**src/logic/atc_pkg.sv**
```systemverilog
// Shared constants for the converter trim and clock configuration bank
package atc_pkg;
  // ********************************************************
  // Register offsets on the configuration port
  // ********************************************************
  localparam logic [7:0] ADDR_PORT_CFG = 8'h00; // Port config, soft reset
  localparam logic [7:0] ADDR_C0_GCOARSE = 8'h22; // Core 0 coarse gain
  localparam logic [7:0] ADDR_C0_GMED = 8'h23; // Core 0 medium gain
  localparam logic [7:0] ADDR_C0_GFINE = 8'h24; // Core 0 fine gain
  localparam logic [7:0] ADDR_PWR_MODE = 8'h25; // Power mode control
  localparam logic [7:0] ADDR_C1_OCOARSE = 8'h26; // Core 1 coarse offset
  localparam logic [7:0] ADDR_C1_OFINE = 8'h27; // Core 1 fine offset
  localparam logic [7:0] ADDR_C1_GCOARSE = 8'h28; // Core 1 coarse gain
  localparam logic [7:0] ADDR_C1_GMED = 8'h29; // Core 1 medium gain
  localparam logic [7:0] ADDR_C1_GFINE = 8'h2a; // Core 1 fine gain
  localparam logic [7:0] ADDR_EDGE_SLIP = 8'h71; // Sampling edge slip
  localparam logic [7:0] ADDR_CLK_DIV = 8'h72; // Clock divider select
  localparam logic [7:0] ADDR_OUT_MODE_B = 8'h73; // Output mode, loop range
  // ********************************************************
  // Field positions and widths
  // ********************************************************
  localparam int SOFT_RST_BIT = 5; // Soft reset in port config
  localparam int SLIP_BIT = 0; // Edge slip request bit
  localparam int DLL_SLOW_BIT = 6; // Loop range, 1 = slow
  localparam int COARSE_W = 4; // Coarse gain width
  localparam int TRIM_W = 8; // Medium, fine and offset width
  localparam int NUM_TRIM = 8; // Trim registers held in the bank
  localparam int PM_W = 2; // Power mode field width
  localparam int DIV_W = 3; // Divider select field width
  // ********************************************************
  // Reset values and encodings
  // ********************************************************
  localparam logic [7:0] TRIM_RST = 8'h00; // Before calibration lands
  localparam logic [7:0] GAIN_MID = 8'h80; // No gain change
  localparam logic [1:0] PM_REG_PIN = 2'h0; // Power mode from pin
  localparam logic [1:0] PM_NORMAL = 2'h0; // Pin level and mode: normal
  localparam logic [1:0] PM_NAP = 2'h1; // Nap
  localparam logic [1:0] PM_SLEEP = 2'h2; // Sleep
  localparam logic [2:0] DIV_PIN = 3'h0; // Divider from pin
  localparam logic [2:0] DIV_BY1 = 3'h1; // Divide by one
  localparam logic [2:0] DIV_BY2 = 3'h2; // Divide by two
  localparam logic [1:0] DIVPIN_BY1 = 2'h0; // Divider pin low: by one
  // Coarse gain weights in tenths of a percent, bit 3 down to bit 0
  localparam logic signed [6:0] W_B3 = 7'sd28;
  localparam logic signed [6:0] W_B2 = 7'sd14;
  localparam logic signed [6:0] W_B1 = -7'sd28;
  localparam logic signed [6:0] W_B0 = -7'sd14;
endpackage

```
**src/logic/atc_sync.sv**
```systemverilog
// Two-stage synchroniser for pin levels
`timescale 1ns/1ps
`default_nettype none
module atc_sync #(
  parameter int W = 2 // Bits synchronised together
) (
  input wire logic sys_clk_i, // System clock
  input wire logic rstn_i, // Synchronous reset, active low
  input wire logic [W-1:0] d_i, // Asynchronous level
  output logic [W-1:0] q_o // Level after two flops
);
  logic [W-1:0] meta_r; // First stage, read only by second
  logic [W-1:0] q_r; // Second stage

  // Both stages clear on reset
  always_ff @(posedge sys_clk_i)
  begin
    if (!rstn_i)
    begin
      meta_r <= '0;
      q_r <= '0;
    end
    else
    begin
      meta_r <= d_i;
      q_r <= meta_r;
    end
  end

  assign q_o = q_r;
endmodule
`default_nettype wire

```
**src/logic/atc_divider_select_pin.sv**
```systemverilog
// Sampling edge generator: divider, edge slip and realignment
`timescale 1ns/1ps
`default_nettype none
module atc_divider_select_pin (
  input wire logic sys_clk_i, // Incoming sample clock
  input wire logic rstn_i, // Synchronous reset, active low
  input wire logic div2_i, // Divide by two selected
  input wire logic slip_i, // One-cycle slip request
  input wire logic realign_i, // Divider realignment, synchronised
  output logic sample_en_o // One-cycle sampling event
);
  logic cnt_r, cnt_nxt; // Phase within the divided period
  logic smp_r, smp_nxt; // Registered sampling event

  // Next phase: realign wins, a slip freezes the phase one cycle
  always_comb
  begin
    cnt_nxt = cnt_r;
    smp_nxt = 1'b0;
    if (realign_i)
      cnt_nxt = 1'b0;
    else if (slip_i)
      cnt_nxt = cnt_r;
    else
    begin
      cnt_nxt = div2_i ? ~cnt_r : 1'b0;
      smp_nxt = !cnt_r;
    end
  end

  // Register the phase and the event
  always_ff @(posedge sys_clk_i)
  begin
    if (!rstn_i)
    begin
      cnt_r <= 1'b0;
      smp_r <= 1'b0;
    end
    else
    begin
      cnt_r <= cnt_nxt;
      smp_r <= smp_nxt;
    end
  end

  assign sample_en_o = smp_r;

  AST_DIV2_SPACING: assert property (@(posedge sys_clk_i)
    disable iff (!rstn_i) div2_i && $past(div2_i) && sample_en_o
    |=> !sample_en_o) else $error("two samples in a row at divide by two");
  AST_SLIP_DELAY: assert property (@(posedge sys_clk_i)
    disable iff (!rstn_i) slip_i && !realign_i |=> !sample_en_o)
    else $error("sample not delayed by slip");
  AST_REALIGN_STATE: assert property (@(posedge sys_clk_i)
    disable iff (!rstn_i) realign_i |=> !cnt_r && !sample_en_o)
    else $error("realign did not reset phase");
endmodule
`default_nettype wire

```
**src/logic/atc_cfg_regs.sv**
```systemverilog
// Trim and clock configuration bank behind the configuration port
`timescale 1ns/1ps
`default_nettype none
module atc_cfg_regs
  import atc_pkg::*;
(
  input wire logic sys_clk_i, // System clock, 10 MHz
  input wire logic rstn_i, // Synchronous reset, active low
  input wire logic cfg_wr_i, // Register write strobe
  input wire logic cfg_rd_i, // Register read strobe
  input wire logic [7:0] cfg_addr_i, // Register offset
  input wire logic [7:0] cfg_wdata_i, // Write data
  output logic [7:0] cfg_rdata_o, // Read data, one cycle after strobe
  input wire logic cal_load_i, // Calibration results valid pulse
  input wire logic [NUM_TRIM*TRIM_W-1:0] cal_trim_i, // Results, 0x22 first
  input wire logic [1:0] power_mode_pin_i, // Tri-level pin, asynchronous
  input wire logic [1:0] divider_select_pin_i, // Tri-level pin, async
  input wire logic realign_req_i, // Realignment from link sync, async
  output logic port_enabled_o, // Configuration port usable
  output logic [1:0] power_mode_o, // Effective power mode
  output logic divide_by2_o, // Effective divisor is two
  output logic sample_en_o, // Sampling event
  output logic dll_slow_o, // Loop range slow
  output logic [3:0] core0_gain_coarse_o, // Core 0 coarse gain
  output logic [7:0] core0_gain_medium_o, // Core 0 medium gain
  output logic [7:0] core0_gain_fine_o, // Core 0 fine gain
  output logic [7:0] core1_offset_coarse_o, // Core 1 coarse offset
  output logic [7:0] core1_offset_fine_o, // Core 1 fine offset
  output logic [3:0] core1_gain_coarse_o, // Core 1 coarse gain
  output logic [7:0] core1_gain_medium_o, // Core 1 medium gain
  output logic [7:0] core1_gain_fine_o, // Core 1 fine gain
  output logic signed [6:0] core0_coarse_pct_o, // Core 0 coarse, 0.1 %
  output logic signed [6:0] core1_coarse_pct_o // Core 1 coarse, 0.1 %
);
  // ********************************************************
  // Helpers
  // ********************************************************
  // Offset to trim slot; slot NUM_TRIM means no trim register
  function automatic logic [3:0] trim_slot(input logic [7:0] a);
    unique case (a)
      ADDR_C0_GCOARSE: trim_slot = 4'h0;
      ADDR_C0_GMED: trim_slot = 4'h1;
      ADDR_C0_GFINE: trim_slot = 4'h2;
      ADDR_C1_OCOARSE: trim_slot = 4'h3;
      ADDR_C1_OFINE: trim_slot = 4'h4;
      ADDR_C1_GCOARSE: trim_slot = 4'h5;
      ADDR_C1_GMED: trim_slot = 4'h6;
      ADDR_C1_GFINE: trim_slot = 4'h7;
      default: trim_slot = 4'h8;
    endcase
  endfunction

  // Coarse slots keep only four bits, the rest read zero
  function automatic logic [7:0] trim_mask(input logic [3:0] s);
    trim_mask = (s == 4'h0 || s == 4'h5) ? 8'h0f : 8'hff;
  endfunction

  // Nominal coarse gain of a four-bit pattern in tenths of a percent
  function automatic logic signed [6:0] coarse_pct(input logic [3:0] g);
    coarse_pct = (g[3] ? W_B3 : 7'sd0) + (g[2] ? W_B2 : 7'sd0)
      + (g[1] ? W_B1 : 7'sd0) + (g[0] ? W_B0 : 7'sd0);
  endfunction

  // ********************************************************
  // Pin synchronisers
  // ********************************************************
  logic [1:0] pm_pin_s; // Power mode pin after two flops
  logic [1:0] div_pin_s; // Divider pin after two flops
  logic [0:0] realign_s; // Realign request after two flops
  logic realign_d_r; // Previous realign level, edge detect

  atc_sync #(.W(2)) u_pm_sync (
    .sys_clk_i(sys_clk_i),
    .rstn_i(rstn_i),
    .d_i(power_mode_pin_i),
    .q_o(pm_pin_s)
  );

  atc_sync #(.W(2)) u_div_sync (
    .sys_clk_i(sys_clk_i),
    .rstn_i(rstn_i),
    .d_i(divider_select_pin_i),
    .q_o(div_pin_s)
  );

  atc_sync #(.W(1)) u_rs_sync (
    .sys_clk_i(sys_clk_i),
    .rstn_i(rstn_i),
    .d_i(realign_req_i),
    .q_o(realign_s)
  );

  // ********************************************************
  // Register state
  // ********************************************************
  logic [7:0] trim_r [NUM_TRIM]; // Gain and offset trims
  logic [7:0] trim_nxt [NUM_TRIM];
  logic [PM_W-1:0] pm_reg_r, pm_reg_nxt; // Power mode override
  logic [DIV_W-1:0] div_reg_r, div_reg_nxt; // Divider override
  logic dll_slow_r, dll_slow_nxt; // Loop range bit
  logic port_en_r, port_en_nxt; // Port unlocked
  logic [1:0] settle_r, settle_nxt; // Sync flops hold real pins once full
  logic slip_r, slip_nxt; // Self-clearing slip pulse
  logic [1:0] pm_out_r, pm_out_nxt; // Effective power mode
  logic div2_r, div2_nxt; // Effective divide by two
  logic [7:0] rdata_r, rdata_nxt; // Read data
  logic signed [6:0] pct0_r, pct0_nxt; // Core 0 coarse percent
  logic signed [6:0] pct1_r, pct1_nxt; // Core 1 coarse percent
  logic wr_ok; // Accepted write
  logic soft_rst; // Soft reset request this cycle
  logic [3:0] wslot; // Trim slot of the write offset
  logic [3:0] rslot; // Trim slot of the read offset

  assign wr_ok = cfg_wr_i && port_en_r;
  assign soft_rst = wr_ok && cfg_addr_i == ADDR_PORT_CFG
    && cfg_wdata_i[SOFT_RST_BIT];
  assign wslot = trim_slot(cfg_addr_i);
  assign rslot = trim_slot(cfg_addr_i);

  // Next register values: calibration, soft reset, then host writes
  always_comb
  begin
    for (int i = 0; i < NUM_TRIM; i++)
    begin
      trim_nxt[i] = trim_r[i];
      if (cal_load_i || soft_rst)
        trim_nxt[i] = cal_trim_i[i*TRIM_W +: TRIM_W]
          & trim_mask(i[3:0]);
      else if (wr_ok && wslot == i[3:0])
        trim_nxt[i] = cfg_wdata_i & trim_mask(i[3:0]);
    end
    pm_reg_nxt = pm_reg_r;
    div_reg_nxt = div_reg_r;
    dll_slow_nxt = dll_slow_r;
    slip_nxt = 1'b0;
    if (soft_rst)
      dll_slow_nxt = 1'b0;
    else if (wr_ok)
    begin
      unique case (cfg_addr_i)
        ADDR_PWR_MODE: pm_reg_nxt = cfg_wdata_i[PM_W-1:0];
        ADDR_CLK_DIV: div_reg_nxt = cfg_wdata_i[DIV_W-1:0];
        ADDR_OUT_MODE_B: dll_slow_nxt = cfg_wdata_i[DLL_SLOW_BIT];
        ADDR_EDGE_SLIP: slip_nxt = cfg_wdata_i[SLIP_BIT];
        default: slip_nxt = 1'b0;
      endcase
    end
    // Synchroniser reset value reads as normal, so ignore it until refilled
    settle_nxt = {settle_r[0], 1'b1};
    // Once unlocked the port stays usable until hard reset
    port_en_nxt = port_en_r || (settle_r[1] && pm_pin_s == PM_NORMAL);
    pm_out_nxt = (pm_reg_nxt == PM_REG_PIN) ? pm_pin_s
      : pm_reg_nxt - 2'h1;
    unique case (div_reg_nxt)
      DIV_BY1: div2_nxt = 1'b0;
      DIV_BY2: div2_nxt = 1'b1;
      // Prohibited codes fall back to the pin rather than guess
      default: div2_nxt = div_pin_s != DIVPIN_BY1;
    endcase
    pct0_nxt = coarse_pct(trim_nxt[0][3:0]);
    pct1_nxt = coarse_pct(trim_nxt[5][3:0]);
  end

  // Read mux; a locked port reads zero so nothing leaks before unlock
  always_comb
  begin
    rdata_nxt = 8'h00;
    if (cfg_rd_i && port_en_r)
    begin
      if (rslot != 4'h8)
        rdata_nxt = trim_r[rslot[2:0]];
      else
      begin
        unique case (cfg_addr_i)
          ADDR_PWR_MODE: rdata_nxt = {6'h00, pm_reg_r};
          ADDR_CLK_DIV: rdata_nxt = {5'h00, div_reg_r};
          ADDR_OUT_MODE_B: rdata_nxt = {1'b0, dll_slow_r, 6'h00};
          default: rdata_nxt = 8'h00;
        endcase
      end
    end
  end

  // Register everything; trims start at zero until calibration lands
  always_ff @(posedge sys_clk_i)
  begin
    if (!rstn_i)
    begin
      for (int i = 0; i < NUM_TRIM; i++)
        trim_r[i] <= TRIM_RST;
      pm_reg_r <= PM_REG_PIN;
      div_reg_r <= DIV_PIN;
      dll_slow_r <= 1'b0;
      port_en_r <= 1'b0;
      settle_r <= 2'h0;
      slip_r <= 1'b0;
      pm_out_r <= PM_NORMAL;
      div2_r <= 1'b0;
      rdata_r <= 8'h00;
      pct0_r <= 7'sd0;
      pct1_r <= 7'sd0;
      realign_d_r <= 1'b0;
    end
    else
    begin
      trim_r <= trim_nxt;
      pm_reg_r <= pm_reg_nxt;
      div_reg_r <= div_reg_nxt;
      dll_slow_r <= dll_slow_nxt;
      port_en_r <= port_en_nxt;
      settle_r <= settle_nxt;
      slip_r <= slip_nxt;
      pm_out_r <= pm_out_nxt;
      div2_r <= div2_nxt;
      rdata_r <= rdata_nxt;
      pct0_r <= pct0_nxt;
      pct1_r <= pct1_nxt;
      realign_d_r <= realign_s[0];
    end
  end

  // ********************************************************
  // Sampling edge generator
  // ********************************************************
  atc_divider_select_pin u_divider_select_pin (
    .sys_clk_i(sys_clk_i),
    .rstn_i(rstn_i),
    .div2_i(div2_r),
    .slip_i(slip_r),
    .realign_i(realign_s[0] && !realign_d_r),
    .sample_en_o(sample_en_o)
  );

  // Outputs, all from flip-flops
  assign cfg_rdata_o = rdata_r;
  assign port_enabled_o = port_en_r;
  assign power_mode_o = pm_out_r;
  assign divide_by2_o = div2_r;
  assign dll_slow_o = dll_slow_r;
  assign core0_gain_coarse_o = trim_r[0][COARSE_W-1:0];
  assign core0_gain_medium_o = trim_r[1];
  assign core0_gain_fine_o = trim_r[2];
  assign core1_offset_coarse_o = trim_r[3];
  assign core1_offset_fine_o = trim_r[4];
  assign core1_gain_coarse_o = trim_r[5][COARSE_W-1:0];
  assign core1_gain_medium_o = trim_r[6];
  assign core1_gain_fine_o = trim_r[7];
  assign core0_coarse_pct_o = pct0_r;
  assign core1_coarse_pct_o = pct1_r;

  // ********************************************************
  // Assertions
  // ********************************************************
  AST_COARSE_NIBBLE: assert property (@(posedge sys_clk_i)
    disable iff (!rstn_i) cfg_rd_i && port_en_r
    && cfg_addr_i == ADDR_C0_GCOARSE |=> cfg_rdata_o[7:4] == 4'h0)
    else $error("coarse gain upper bits not zero");
  AST_COARSE_WEIGHT: assert property (@(posedge sys_clk_i)
    disable iff (!rstn_i) wr_ok && cfg_addr_i == ADDR_C0_GCOARSE
    && cfg_wdata_i[3:0] == 4'h8 && !cal_load_i
    |=> core0_coarse_pct_o == 7'sd28)
    else $error("bit 3 weight not plus 2.8");
  AST_COARSE_RANGE: assert property (@(posedge sys_clk_i)
    disable iff (!rstn_i) wr_ok && cfg_addr_i == ADDR_C1_GCOARSE
    && cfg_wdata_i[3:0] == 4'h3 && !cal_load_i
    |=> core1_coarse_pct_o == -7'sd42)
    else $error("0011 not minus 4.2");
  AST_MEDIUM_WRITE: assert property (@(posedge sys_clk_i)
    disable iff (!rstn_i) wr_ok && cfg_addr_i == ADDR_C0_GMED
    && !cal_load_i |=> core0_gain_medium_o == $past(cfg_wdata_i))
    else $error("medium gain write lost");
  AST_CAL_LOAD: assert property (@(posedge sys_clk_i)
    disable iff (!rstn_i) cal_load_i
    |=> core1_offset_fine_o == $past(cal_trim_i[39:32]))
    else $error("calibration result not loaded");
  AST_PIN_MODE: assert property (@(posedge sys_clk_i)
    disable iff (!rstn_i) pm_reg_r == PM_REG_PIN ##1 pm_reg_r == PM_REG_PIN
    |-> power_mode_o == $past(pm_pin_s))
    else $error("power mode not following pin");
  AST_PORT_LOCK: assert property (@(posedge sys_clk_i)
    disable iff (!rstn_i) !port_en_r ##1 !port_en_r
    |-> cfg_rdata_o == 8'h00 && pm_reg_r == PM_REG_PIN)
    else $error("locked port answered");
  AST_SOFT_KEEP: assert property (@(posedge sys_clk_i)
    disable iff (!rstn_i) soft_rst
    |=> div_reg_r == $past(div_reg_r) && pm_reg_r == $past(pm_reg_r))
    else $error("soft reset changed kept registers");
  AST_DIV_BY2: assert property (@(posedge sys_clk_i)
    disable iff (!rstn_i) div_reg_r == DIV_BY2 ##1 div_reg_r == DIV_BY2
    |-> divide_by2_o) else $error("code 010 not divide by two");
  AST_DLL_DEFAULT: assert property (@(posedge sys_clk_i)
    disable iff (!rstn_i) soft_rst |=> !dll_slow_o)
    else $error("loop range not fast after soft reset");
  AST_SLIP_SELFCLR: assert property (@(posedge sys_clk_i)
    disable iff (!rstn_i) slip_r && !(wr_ok && cfg_addr_i == ADDR_EDGE_SLIP)
    |=> !slip_r) else $error("slip pulse longer than one cycle");

  COV_UNLOCK: cover property (@(posedge sys_clk_i) disable iff (!rstn_i)
    !port_en_r ##1 port_en_r);
  COV_SLIP: cover property (@(posedge sys_clk_i) disable iff (!rstn_i)
    divide_by2_o && slip_r);
  COV_SOFT_RST: cover property (@(posedge sys_clk_i) disable iff (!rstn_i)
    soft_rst && div_reg_r != DIV_PIN);
endmodule
`default_nettype wire

```
**config.mk**
```make
export PLATFORM = sky130hd
export DESIGN_NAME = atc_cfg_regs
export DESIGN_NICKNAME = d
export VERILOG_FILES = /design/src/logic/atc_pkg.sv /design/src/logic/atc_sync.sv /design/src/logic/atc_divider_select_pin.sv /design/src/logic/atc_cfg_regs.sv
export SDC_FILE = /design/constraint.sdc
export NUM_CORES = 1
export LEC_CHECK = 0
export ABC_CLOCK_PERIOD_IN_PS = 4600
export BUFFER_PORTS_ARGS = -buffer_cell sky130_fd_sc_hd__buf_2
export CAP_MARGIN = 5
export CELL_PAD_IN_SITES_DETAIL_PLACEMENT = 0
export CELL_PAD_IN_SITES_GLOBAL_PLACEMENT = 1
export CORE_ASPECT_RATIO = 0.6
export CORE_MARGIN = 4
export CORE_UTILIZATION = 35
export CTS_CLUSTER_SIZE = 8
export DETAILED_ROUTE_END_ITERATION = 6
export PLACE_DENSITY = 0.78
export RECOVER_POWER = 50
export REMOVE_ABC_BUFFERS = 1
export SYNTH_ARGS = -nofsm -noshare
export SYNTH_HDL_FRONTEND = slang
export SYNTH_SLANG_ARGS = --single-unit
```
**constraint.sdc**
```tcl
create_clock -name sys_clk_i -period 4.6 [get_ports sys_clk_i]
set_input_delay 0.69 -clock sys_clk_i [delete_from_list [all_inputs] [get_ports sys_clk_i]]
set_output_delay 0.69 -clock sys_clk_i [all_outputs]
set_load 0.005 [all_outputs]
```
[Yosys cells after proc, flatten, opt, wreduce, memory -nomap -nowiden]
Cells that the tools add are included.
Word-level totals
  register bits: 104
  bits of input ports: 90
  output and inout bits: 84
  logic and storage cells: 139
Operators by class
  add/sub/neg operators: 7
  order comparisons: 1
  equal/unequal tests: 22
  multiplexer cells: 40
  bitwise logic cells: 5
  reductions and logical operators: 35
Operators with widths (count)
  $mux 8: 15
  $eq 8x6->1 const B: 9
  $pmux 4 s8: 1
  $add 7x7->7: 4
  $mux 7: 4
  $bmux 8 s3: 1
  $eq 8x7->1 const B: 3
  $mux 4: 6
  $pmux 7 s3: 1
  $eq 4x3->1 const B: 4
  $logic_and 1x1->1: 14
  $reduce_bool 2->1: 7
  $add 5x4->6: 2
  $mux 5: 2
  $mux 3: 3
  $eq 4x2->1 const B: 2
  $logic_not 8->1: 1
  $mux 2: 4
  $eq 4x1->1 const B: 1
  $ge 4x4->1 const B: 1
  $logic_not 2->1: 2
  $logic_not 4->1: 1
  $ne 4x4->1 const B: 1
  $not 1->1: 4
  12 further kinds: 17

[Depth between registers and ports, before layout]
Gate-level depths: netlist of run 1.
  depth after elaboration: 10
  mapped depth: 14
  mapped depth without buffers: 13

[Hierarchy]
From an unflattened synthesis of run 1, not the netlist that was laid out.
Unflattened totals
  cell total of the unflattened synthesis: 583
  area, all modules: 5323.9 µm²
By module, submodules not included
  atc_cfg_regs: instances 1, cells each 556, area each 4988.5 µm², seq. area each 1801.7 µm²
  atc_sync (u_div_sync ...): instances 2, cells each 8, area each 105.1 µm², seq. area each 80.1 µm²
  atc_divider_select_pin: instances 1, cells each 7, area each 72.6 µm², seq. area each 40.0 µm²
  atc_sync (u_rs_sync): instances 1, cells each 4, area each 52.6 µm², seq. area each 40.0 µm²

[Worst setup path before layout of run 1]
No wires, ideal clock.
  path type: input to register
  start: input port cfg_addr_i[2]
  end: register pct0_r[6], in the netlist core0_coarse_pct_o[6]
  library setup time: 115 ps
  data arrival time: 3564 ps
  data required time: 4485 ps
  setup slack: 921 ps
  stages: 14
  path buffers: 2
  cell sequence: buf_2 nor4_1 a31o_2 buf_2 nand2_1 o21ai_0 inv_1 fa_1 inv_1 ha_1 fa_1 a31oi_1 xor2_1 and2_1
RTL lines
  start: declaration: RTL line atc_cfg_regs.sv:11  | input wire logic [7:0] cfg_addr_i,
  end signal: assignment: RTL line atc_cfg_regs.sv:216  | pct0_r <= pct0_nxt;
  end: declaration: RTL line atc_cfg_regs.sv:107  | logic signed [6:0] pct0_r, pct0_nxt;

==> qor.yml, run 1 <==
n_fill_cell: 1430
r2r_cells: 13
r2r-end: "core0_coarse_pct_o[6]"
drt_wl_total_um: 17570
die_width_um: 163.4
min_to: "u_pm_sync.q_o[1]"
synth_area_leaders: "dfxtp_1, nand2_1, a31oi_1"
critPathKind: "in -> reg"
outcome: "finished with violations"
rrSetupSlack_ns: 0.79
synthCells: 570
setup_viol: 0
top_usage_layer: "met2"
power.share.clock: 0.372
wl_per_cell_um: 19.14
critPathCaptureType: "flop"
synth_top_area_share: 0.4028
grt_usage: 0.2080
min-delay-start: "u_pm_sync.meta_r[1]"
grt_pass1_vias: 4794
vias: 4995
ys_async_sr_fraction: 0
hold_path.class: "reg -> reg"
finalCriticalPeriod_ns: 3.826
avgSynthCellArea_um2: 8.894
clock_latency_ns: 0.34
ys_seq_area_frac: 0.4028
swShare: 0.2807
ctsResizeCount: 0
dr.pass1.iters: 5
overflow: 0
synth.ff_latch_count: 102
drive_gt1_frac: 0.2218
max_freq_mhz: 261.4
cts_buffers: 9
globalplace.congestion: 0.8362
drc_errors: 0
pin_count: 174
hold_depth: 1
cp.arrival_ns: 4.11
die_height_um: 101.2
grt_pass1_wl_um: 26610
use_met3: 0.05205
pwr-share-seq: 0.467
synth_area_um2: 5070
multi_input_area_um2: 2784
fin_worst_skew_ns: 0.005742
p_sw_uw: 592.0
cts_buffer_depth: 2
die-area_um2: 16540
violations: "max-capacitance violations, max-slew violations"
p_per_area_nw_per_um2: 336.0
critPathMaxFanout: 19
num_antenna_cells: 0
fin_setup_tns_ns: 0
vdd_drop_max_uv: 170.6
synthTopCellsByCount: "dfxtp_1, nand2_1, o21ai_0, a31oi_1, and2_1"
period_share: 0.8317
cts-root-buf: "clkbuf_16"
met2_usage: 0.3089
yosys.area.top_type: "dfxtp_1"
viasPerCell: 5.441
synthMostInstantiatedCell: "dfxtp_1"
grt_max_degree: 51
cts_hold_buffers: 0
hold_viol: 0
synth-edff-count: 0
pwr-share-comb: 0.161
antenna_found_initial: 0
slew_headroom: -0.2247
drt_first_iter_violations: 376
htree_levels: 3
rsz0062_at_grt: "false"
rows: 33
worst_slew_pin_slew_ns: 1.837
cp.required_ns: 4.89
drtAntennaViolNets: 0
initial_utilization: 0.3644
area_delta_synth_final_pct: 23.82
cts_tree: "yes"
fin_nets: 831
regArea_um2: 2042
internal-power_uw: 1517
slew_viol_final: 97
clkTransAtPathRegs_ns: 0.07
cts.sinks: 102
ys_warn_count: 0
leakage_uw: 0.002802
post_cts_buffers: 0
yosysUniqueCellTypes: 60
timing.rr.start: "port_enabled_o"
coreArea_um2: 13910
hold_ws_ns: 0.4381
gr-usage-met1: 0.3075
port_buffers: 163
maxCapViolCount: 2
ys.flop_type: "dfxtp_1"
startpoint_type: "input port"
dp_hpwl_um: 13500
-- worst max-delay path by stage --
stage,start,to,cells after the start
final,cfg_addr_i[1],core0_coarse_pct_o[6],13
after global routing,cfg_addr_i[1],core0_coarse_pct_o[6],13
after CTS,port_enabled_o,core0_coarse_pct_o[6],13
after global placement,cfg_addr_i[1],core0_coarse_pct_o[6],13
after detailed placement,cfg_addr_i[1],core0_coarse_pct_o[6],13
after floorplan,cfg_wr_i,core1_coarse_pct_o[6],11
-- cells by family (layout without fill, tap and decap cells) --
| group | count (synthesis) | count (layout) | synth area share |
|---|---|---|---|
| compound gates | 177 | 177 | 0.2406 |
| xor+xnor | 7 | 7 | 0.01209 |
| fa+ha+maj | 20 | 20 | 0.05676 |
| buf+inv | 54 | 209 | 0.05010 |
| flops | 102 | 102 | 0.4028 |
| mux | 24 | 24 | 0.04837 |
| other cells | 1 | 2 | 0.0007397 |
| simple gates | 185 | 185 | 0.1885 |
-- layer usage --
metal,vias to the layer above,part of all wire
met3,22,0.10
met4,0,0.010
met5,-,0
met2,239,0.40
li1,2377,-
met1,2357,0.48
-- sequential cells by signal (all words and copies together) (netlist names), 3 cells and up --
register	cells
core0_coarse_pct_o	6
core0_gain_coarse_o	4
core1_coarse_pct_o	6
core1_offset_coarse_o	8
core0_gain_fine_o	8
div_reg_r	3
core1_gain_medium_o	8
core1_gain_fine_o	8
core0_gain_medium_o	8
core1_offset_fine_o	8
cfg_rdata_o	8
core1_gain_coarse_o	4
-- power groups by stage --
stage	logic [µW]	clock network (µW)	registers [µW]
after floorplan	169	0	996
after global placement	337	0	1000
after detailed placement	345	0	1000
after CTS	347	796	984
after global routing	380	828	992
final	339	785	986
-- cell usage in the layout (no fill, tap or decap), types with 11 or more instances in the layout --
| cell type | n |
|---|---|
| a21oi_1 | 13 |
| a31oi_1 | 44 |
| and2_1 | 32 |
| buf_2 | 112 |
| buf_4 | 11 |
| clkbuf_1 | 52 |
| dfxtp_1 | 102 |
| ha_1 | 15 |
| inv_1 | 18 |
| mux2i_1 | 20 |
| nand2_1 | 85 |
| nor2_1 | 16 |
| o21ai_0 | 50 |
-- critical path, cell delays in order --
cell,delay [ns]
buf_2,0.34
nor2b_1,0.23
nand4_1,0.41
mux2i_1,0.23
o21ai_0,0.33
inv_1,0.17
fa_1,0.53
inv_1,0.04
ha_1,0.21
fa_1,0.41
a31oi_1,0.22
xor2_1,0.17
and2_1,0.14
-- per-stage QoR --
stage | instances | power, µW | setup WS [ns] | util | cell area [µm²]
floorplan | 535 | 1165 | 0.2302 | - | 4887
global placement | 902 | 1339 | 0.5910 | 0.4340 | 6040
detailed placement | 902 | 1349 | 0.4797 | 0.4340 | 6040
CTS | 918 | 2127 | 0.8161 | 0.4560 | 6345
global route | 918 | 2199 | 0.6206 | 0.4511 | 6277
finish | 918 | 2109 | 0.7742 | 0.4511 | 6277
-- area by class of cell --
class	count	share of cell area
clock buffer	9	0.03588
clock inverter	7	0.01276
sequential	102	0.3253
timing repair buffer	175	0.1335
tap	192	0.03827
multi-input combinational	415	0.4435
inverter	18	0.01076
Power figures use the tool's default switching activity.
==> run 2: changes to the inputs <==
--- a/config.mk
+++ b/config.mk
@@ -5,14 +5,15 @@
 export SDC_FILE = /design/constraint.sdc
 export NUM_CORES = 1
 export LEC_CHECK = 0
-export ABC_CLOCK_PERIOD_IN_PS = 4600
+export ABC_AREA = 1
+export ABC_CLOCK_PERIOD_IN_PS = 3430
 export BUFFER_PORTS_ARGS = -buffer_cell sky130_fd_sc_hd__buf_2
 export CAP_MARGIN = 5
 export CELL_PAD_IN_SITES_DETAIL_PLACEMENT = 0
 export CELL_PAD_IN_SITES_GLOBAL_PLACEMENT = 1
 export CORE_ASPECT_RATIO = 0.6
 export CORE_MARGIN = 4
-export CORE_UTILIZATION = 35
+export CORE_UTILIZATION = 32
 export CTS_CLUSTER_SIZE = 8
 export DETAILED_ROUTE_END_ITERATION = 6
 export PLACE_DENSITY = 0.78
==> constraint.sdc (replaced) <==
create_clock -name sys_clk_i -period 3.43 [get_ports sys_clk_i]
set_input_delay 0.5145 -clock sys_clk_i [delete_from_list [all_inputs] [get_ports sys_clk_i]]
set_output_delay 0.5145 -clock sys_clk_i [all_outputs]
set_load 0.005 [all_outputs]
==> qor.yml, run 2 <==
outcome: "complete, no violations"
vdd_drop_max_uv: 210.2  # +23%
ys_seq_area_frac: 0.3915  # -0.01130
synth_area_um2: 5216  # +2.9%
p_per_area_nw_per_um2: 423.7  # +26%
final_cell_mix: "nand2_1, buf_2, dfxtp_1, nor2_1, inv_1"
grt_pass1_wl_um: 27990  # +5.2%
fin_setup_tns_ns: 0  # unchanged
cts_buffer_depth: 2  # unchanged
grt_max_degree: 50  # -2.0%
critPathCaptureType: "flop"
power_uw: 2780  # +32%
yosysUniqueCellTypes: 40  # -33%
setup_viol: 0  # unchanged
dr.pass1.iters: 5  # unchanged
hold_ws_ns: 0.3531  # -0.08502 ns
synth-edff-count: 0  # unchanged
synth_top_area_share: 0.3915  # -0.01130
overflow: 0  # unchanged
cts_hold_buffers: 0  # unchanged
slew_headroom: 0.1816  # +0.4063
clkTransAtPathRegs_ns: 0.08  # about the same
ys_warn_count: 0  # unchanged
rrSetupSlack_ns: 0.28  # -0.51 ns
hold_viol: 0  # unchanged
die_height_um: 106.9  # +5.6%
synthMostInstantiatedCell: "nand2_1"
hold_depth: 3  # +2
startpoint_type: "flop"
critPathKind: "reg -> reg"
layout_commonest_cell: "nand2_1"
drt_first_iter_violations: 443  # +18%
drc_errors: 0  # unchanged
cts.sinks: 102  # unchanged
min_to: "u_pm_sync.meta_r[1]"
dp_hpwl_um: 13960  # +3.4%
r2r_cells: 17  # +4
cts_buffers: 9  # unchanged
synth_area_leaders: "dfxtp_1, nand2_1, nor2_1"
n_fill_cell: 1728  # +21%
viasPerCell: 4.717  # -13%
critPathMaxFanout: 4  # -15
vias: 5354  # +7.2%
worst_slew_pin_slew_ns: 1.228  # -0.6094 ns
initial_utilization: 0.3327  # -0.03163
avgSynthCellArea_um2: 6.937  # -22%
yosys.area.top_type: "dfxtp_1"
cp.required_ns: 3.67  # -1.22 ns
stdcell_count: 1135  # +24%
r2r-end: "core1_coarse_pct_o[6]"
clock_latency_ns: 0.35  # about the same
pin_count: 174  # unchanged
ys.flop_type: "dfxtp_1"
hold_path.class: "in -> reg"
fin_worst_skew_ns: 0.008402  # +0.002660 ns
htree_levels: 3  # unchanged
slew_viol_final: 0  # -100%
fin_nets: 1037  # +25%
grt_usage: 0.1917  # -0.01636
antenna_found_initial: 0  # unchanged
cp.arrival_ns: 3.39  # -0.72 ns
coreArea_um2: 15680  # +13%
die_width_um: 172.8  # +5.8%
leakage_uw: 0.003341  # +19%
drtAntennaViolNets: 0  # unchanged
period_share: 0.9195
drive_gt1_frac: 0.2221  # +0.0003399
maxCapViolCount: 0  # -2
finish.utilization: 0.4184  # -0.03269
num_antenna_cells: 0  # unchanged
max_freq_mhz: 317.1
synth.ff_latch_count: 102  # unchanged
placedCellCount: 1119  # +24%
timing.rr.start: "port_enabled_o"
die-area_um2: 18470  # +12%
area_delta_synth_final_pct: 25.76
cts_tree: "yes"
synthTopCellsByCount: "nand2_1, dfxtp_1, nor2_1, inv_1, o21ai_0"
finalCriticalPeriod_ns: 3.154
wl_per_cell_um: 15.73  # -18%
grt_pass1_vias: 4908  # +2.4%
startpoint: "port_enabled_o"
cts-root-buf: "clkbuf_16"
min-delay-start: "power_mode_pin_i[1]"
port_buffers: 163  # unchanged
rsz0062_at_grt: "false"
ys_async_sr_fraction: 0  # unchanged
synthCells: 752  # +32%
rows: 35  # +6.1%
drt_wl_total_um: 17850  # +1.6%
globalplace.congestion: 0.8588  # +2.7%
==> run 2: changes by cell type after synthesis, moves of 13 or more <==
cell     delta
a21oi_1    +13
inv_1      +52
a31oi_1    -29
nor2_1     +82
and2_1     -32
mux2i_1    -19
nand2_1   +134
nand2_2    +15
nand3_1    +18
==> run 2: stage by stage <==
step | setup WS, ns | instance area (µm²)
2_1_floorplan | -0.1427 | 5071
3_3_place_gp | 0.005252 | 6344
3_5_place_dp | -0.02103 | 6344
4_1_cts | 0.2748 | 6625
5_1_grt | 0.05692 | 6560
6_report | 0.2762 | 6560
==> run 2: critical path, cell delays in order (launching register included) <==
cell and delay, ns:
dfxtp_1 0.42, nand2_2 0.12, nor2_2 0.16, nand4_2 0.14, nand2_4 0.12, inv_4 0.03, or2_2 0.26, o21ai_1 0.13
inv_1 0.07, ha_1 0.27, inv_1 0.04, ha_1 0.27, ha_1 0.24, fa_1 0.40, nand2_1 0.10, o21bai_1 0.08
o21ai_0 0.15, a21oi_1 0.06
==> run 2: repair_timing <==
action | in CTS | in global routing
endpoints found under the setup margin | 0 | 1
gates resized for setup | 0 | 1
setup buffers | 0 | 0
==> run 2: kinds of logic after synthesis <==
| group | Yosys count | synth area share |
|---|---|---|
| other cells | 1 | 0.0007189 |
| mux | 1 | 0.001919 |
| compound gates | 123 | 0.1346 |
| simple gates | 394 | 0.3262 |
| flops | 102 | 0.3915 |
| buf+inv | 111 | 0.08995 |
| fa+ha+maj | 20 | 0.05517 |
==> run 2: routing by layer <==
layer  track usage  routed length [µm]  share of wire  vias up
li1              -                   -              -     2747
met1        0.3174                9940           0.56     2413
met2        0.2424                6476           0.36      181
met3       0.04863                1280          0.072       13
met4       0.02903                 155         0.0087        0
met5             0                   0              0        -
==> run 2: worst max path at each step <==
stage,cells past startpoint,to,slack [ns]
after floorplan,18,core1_coarse_pct_o[6],-0.14
after global placement,18,core1_coarse_pct_o[6],0.005
after detailed placement,18,core1_coarse_pct_o[6],-0.02
after CTS,17,core1_coarse_pct_o[6],0.27
after global routing,18,core1_coarse_pct_o[6],0.06
final,17,core1_coarse_pct_o[6],0.28
==> run 2: area by class of cell <==
type	instances	area, µm²	area share
Clock buffer	9	225.2	0.03433
Clock inverter	7	56.30	0.008583
Inverter	84	320.3	0.04883
Multi-Input combinational cell	540	2711	0.4133
Sequential cell	102	2042	0.3113
Tap cell	203	254.0	0.03872
Timing Repair Buffer	190	950.9	0.1450
==> run 2: power by group <==
| group | internal [µW] | switching, µW | leakage (µW) |
|---|---|---|---|
| registers | 1260 | 50.8 | 0.000842 |
| clock network | 501 | 489 | 0.000125 |
| logic | 193 | 283 | 0.00237 |
==> run 3: changes to the inputs <==
--- a/config.mk
+++ b/config.mk
@@ -17,7 +17,7 @@
 export CTS_CLUSTER_SIZE = 8
 export DETAILED_ROUTE_END_ITERATION = 6
 export PLACE_DENSITY = 0.78
-export RECOVER_POWER = 50
+export RECOVER_POWER = 25
 export REMOVE_ABC_BUFFERS = 1
 export SYNTH_ARGS = -nofsm -noshare
 export SYNTH_HDL_FRONTEND = slang
==> qor.yml, run 3 (synthesized netlist as in run 2, its figures left out) <==
outcome: "complete, no violations"
timing.rr.start: "port_enabled_o"
multi_input_area_um2: 2711  # unchanged
slowest_delay_ns: 0.42  # about the same
rsz0062_at_grt: "false"
clock_latency_ns: 0.35  # about the same
swShare: 0.2955  # -0.0004390
slew_viol_final: 0  # unchanged
coreArea_um2: 15680  # unchanged
drt_wl_total_um: 17920  # +0.35%
wl_per_cell_um: 15.78  # +0.35%
p_per_area_nw_per_um2: 422.1  # -0.39%
top_usage_layer: "met1"
layout_commonest_cell: "nand2_1"
dp_hpwl_um: 13960  # unchanged
met2_usage: 0.2424  # unchanged
r2r-end: "core1_coarse_pct_o[6]"
globalplace.congestion: 0.8588  # unchanged
drive_gt1_frac: 0.2607  # +0.03863
n_fill_cell: 1710  # -1.0%
r2r_cells: 17  # unchanged
overflow: 0  # unchanged
die_width_um: 172.8  # unchanged
crit_chain: "nand2_2 > nor2_2 > nand4_2 > nand2_4 > inv_4 > or2_2 > o21ai_1 > inv_1 > ha_1 > inv_1 > ha_1 > ha_1 > fa_1 > nand2_1 > o21bai_1 > o21ai_0 > a21oi_1"
max_freq_mhz: 316.2  # -0.29%
pwr-share-comb: 0.173  # +0.002
hold_ws_ns: 0.3485  # -0.004594 ns
port_buffers: 163  # unchanged
power.share.clock: 0.356  # about the same
cts_tree: "yes"
fin_setup_tns_ns: 0  # unchanged
dr.pass1.iters: 5  # unchanged
grt_pass1_vias: 4908  # unchanged
fin_nets: 1037  # unchanged
area_delta_synth_final_pct: 26.62
slew_headroom: 0.1788  # -0.002784
hold_depth: 3  # unchanged
maxCapViolCount: 0  # unchanged
use_met3: 0.04863  # unchanged
clkTransAtPathRegs_ns: 0.08  # about the same
min_to: "u_pm_sync.meta_r[1]"
critPathMaxFanout: 4  # unchanged
worst_slew_pin_slew_ns: 1.232  # +0.004176 ns
gr-usage-met1: 0.3174  # unchanged
die-area_um2: 18470  # unchanged
num_antenna_cells: 0  # unchanged
drt_first_iter_violations: 434  # -2.0%
viasPerCell: 4.708  # -0.19%
setup_viol: 0  # unchanged
rows: 35  # unchanged
min-delay-start: "power_mode_pin_i[1]"
setup_ws_ns: 0.2669  # -0.009245 ns
cts-root-buf: "clkbuf_16"
crit_path_top_delay_cell: "dfxtp_1"
antenna_found_initial: 0  # unchanged
drc_errors: 0  # unchanged
initial_utilization: 0.3327  # unchanged
cts.sinks: 102  # unchanged
hold_path.class: "in -> reg"
fin_worst_skew_ns: 0.008847  # +0.0004446 ns
rrSetupSlack_ns: 0.27  # about the same
internal-power_uw: 1964  # +0.36%
cts_buffer_depth: 2  # unchanged
vias: 5344  # -0.19%
vdd_drop_max_uv: 207.0  # -1.5%
cts_buffers: 9  # unchanged
cp.arrival_ns: 3.41  # +0.02 ns
grt_usage: 0.1917  # unchanged
cp.required_ns: 3.67  # about the same
grt_pass1_wl_um: 27990  # unchanged
p_sw_uw: 823.9  # +0.15%
grt_max_degree: 50  # unchanged
critPathKind: "reg -> reg"
pre_cts_ws_ns: -0.02103  # unchanged
htree_levels: 3  # unchanged
regArea_um2: 2042  # unchanged
hold_viol: 0  # unchanged
critPathCaptureType: "flop"
final_cell_mix: "nand2_1, buf_2, dfxtp_1, nor2_1, inv_1"
pin_count: 174  # unchanged
drtAntennaViolNets: 0  # unchanged
post_cts_buffers: 0  # unchanged
leakage_uw: 0.003477  # +4.1%
die_height_um: 106.9  # unchanged
path_common_cell: "ha_1"
pwr-share-seq: 0.471  # -0.002
finalCriticalPeriod_ns: 3.163  # +0.009245 ns
period_share: 0.9222  # +0.002695
startpoint_type: "flop"
run 3: cell types whose count changed in the layout (fill, tap and decap cells not counted):
cell	before	now
buf_1	2	1
buf_2	112	148
clkbuf_1	50	15
run 3: how the worst max path moves through the flow:
| stage | startpoint | end | slack, ns | depth (start not counted) |
|---|---|---|---|---|
| 3_5_place_dp | cfg_addr_i[6] | core1_coarse_pct_o[6] | -0.02 | 18 |
| 3_3_place_gp | cfg_addr_i[6] | core1_coarse_pct_o[6] | 0.005 | 18 |
| 2_1_floorplan | cfg_addr_i[3] | core1_coarse_pct_o[6] | -0.14 | 18 |
| 5_1_grt | cfg_addr_i[6] | core1_coarse_pct_o[6] | 0.06 | 18 |
| 6_report | port_enabled_o | core1_coarse_pct_o[6] | 0.27 | 17 |
| 4_1_cts | port_enabled_o | core1_coarse_pct_o[6] | 0.27 | 17 |
run 3: metrics by stage:
step / power, µW / cell area (µm²) / util / std cells
after CTS: 2823 / 6625 / 0.4226 / 1135
after floorplan: 1580 / 5071 / - / 726
after detailed placement: 1827 / 6344 / 0.4046 / 1119
after global routing: 2934 / 6605 / 0.4213 / 1135
final: 2788 / 6605 / 0.4213 / 1135
after global placement: 1826 / 6344 / 0.4046 / 1119
run 3: worst max-delay path: cells and delay by family (launching register included):
family / cells / cell delay [ns]
simple gates: 6 / 0.89
buf+inv: 3 / 0.14
fa+ha+maj: 4 / 1.18
flops: 1 / 0.42
compound gates: 4 / 0.42
run 3: metal layers:
layer	routed length [µm]	up-vias	part of all wire
met5	0	-	0
met4	171	0	0.0095
met3	1438	15	0.080
met2	6439	210	0.36
met1	9865	2375	0.55
li1	-	2744	-
run 3: cell type report:
type                       count  share of cell area
clock buffer                   9             0.03410
tap                          203             0.03845
sequential                   102              0.3091
clock inverter                 7            0.008524
inverter                      84             0.04849
timing repair buffer         190              0.1508
multi-input combinational    540              0.4105
run 3: repair_timing:
item / in CTS / in global routing
endpoints found under the setup margin: 0 / 1
resized for setup: 0 / 1
hold buffers: 0 / 0
run 3: power by group through the flow:
stage / logic (µW) / clock network (µW) / registers (µW)
after floorplan: 243 / 0 / 1340
after global placement: 485 / 0 / 1340
after detailed placement: 488 / 0 / 1340
after CTS: 491 / 1020 / 1310
after global routing: 554 / 1060 / 1320
final: 483 / 991 / 1310
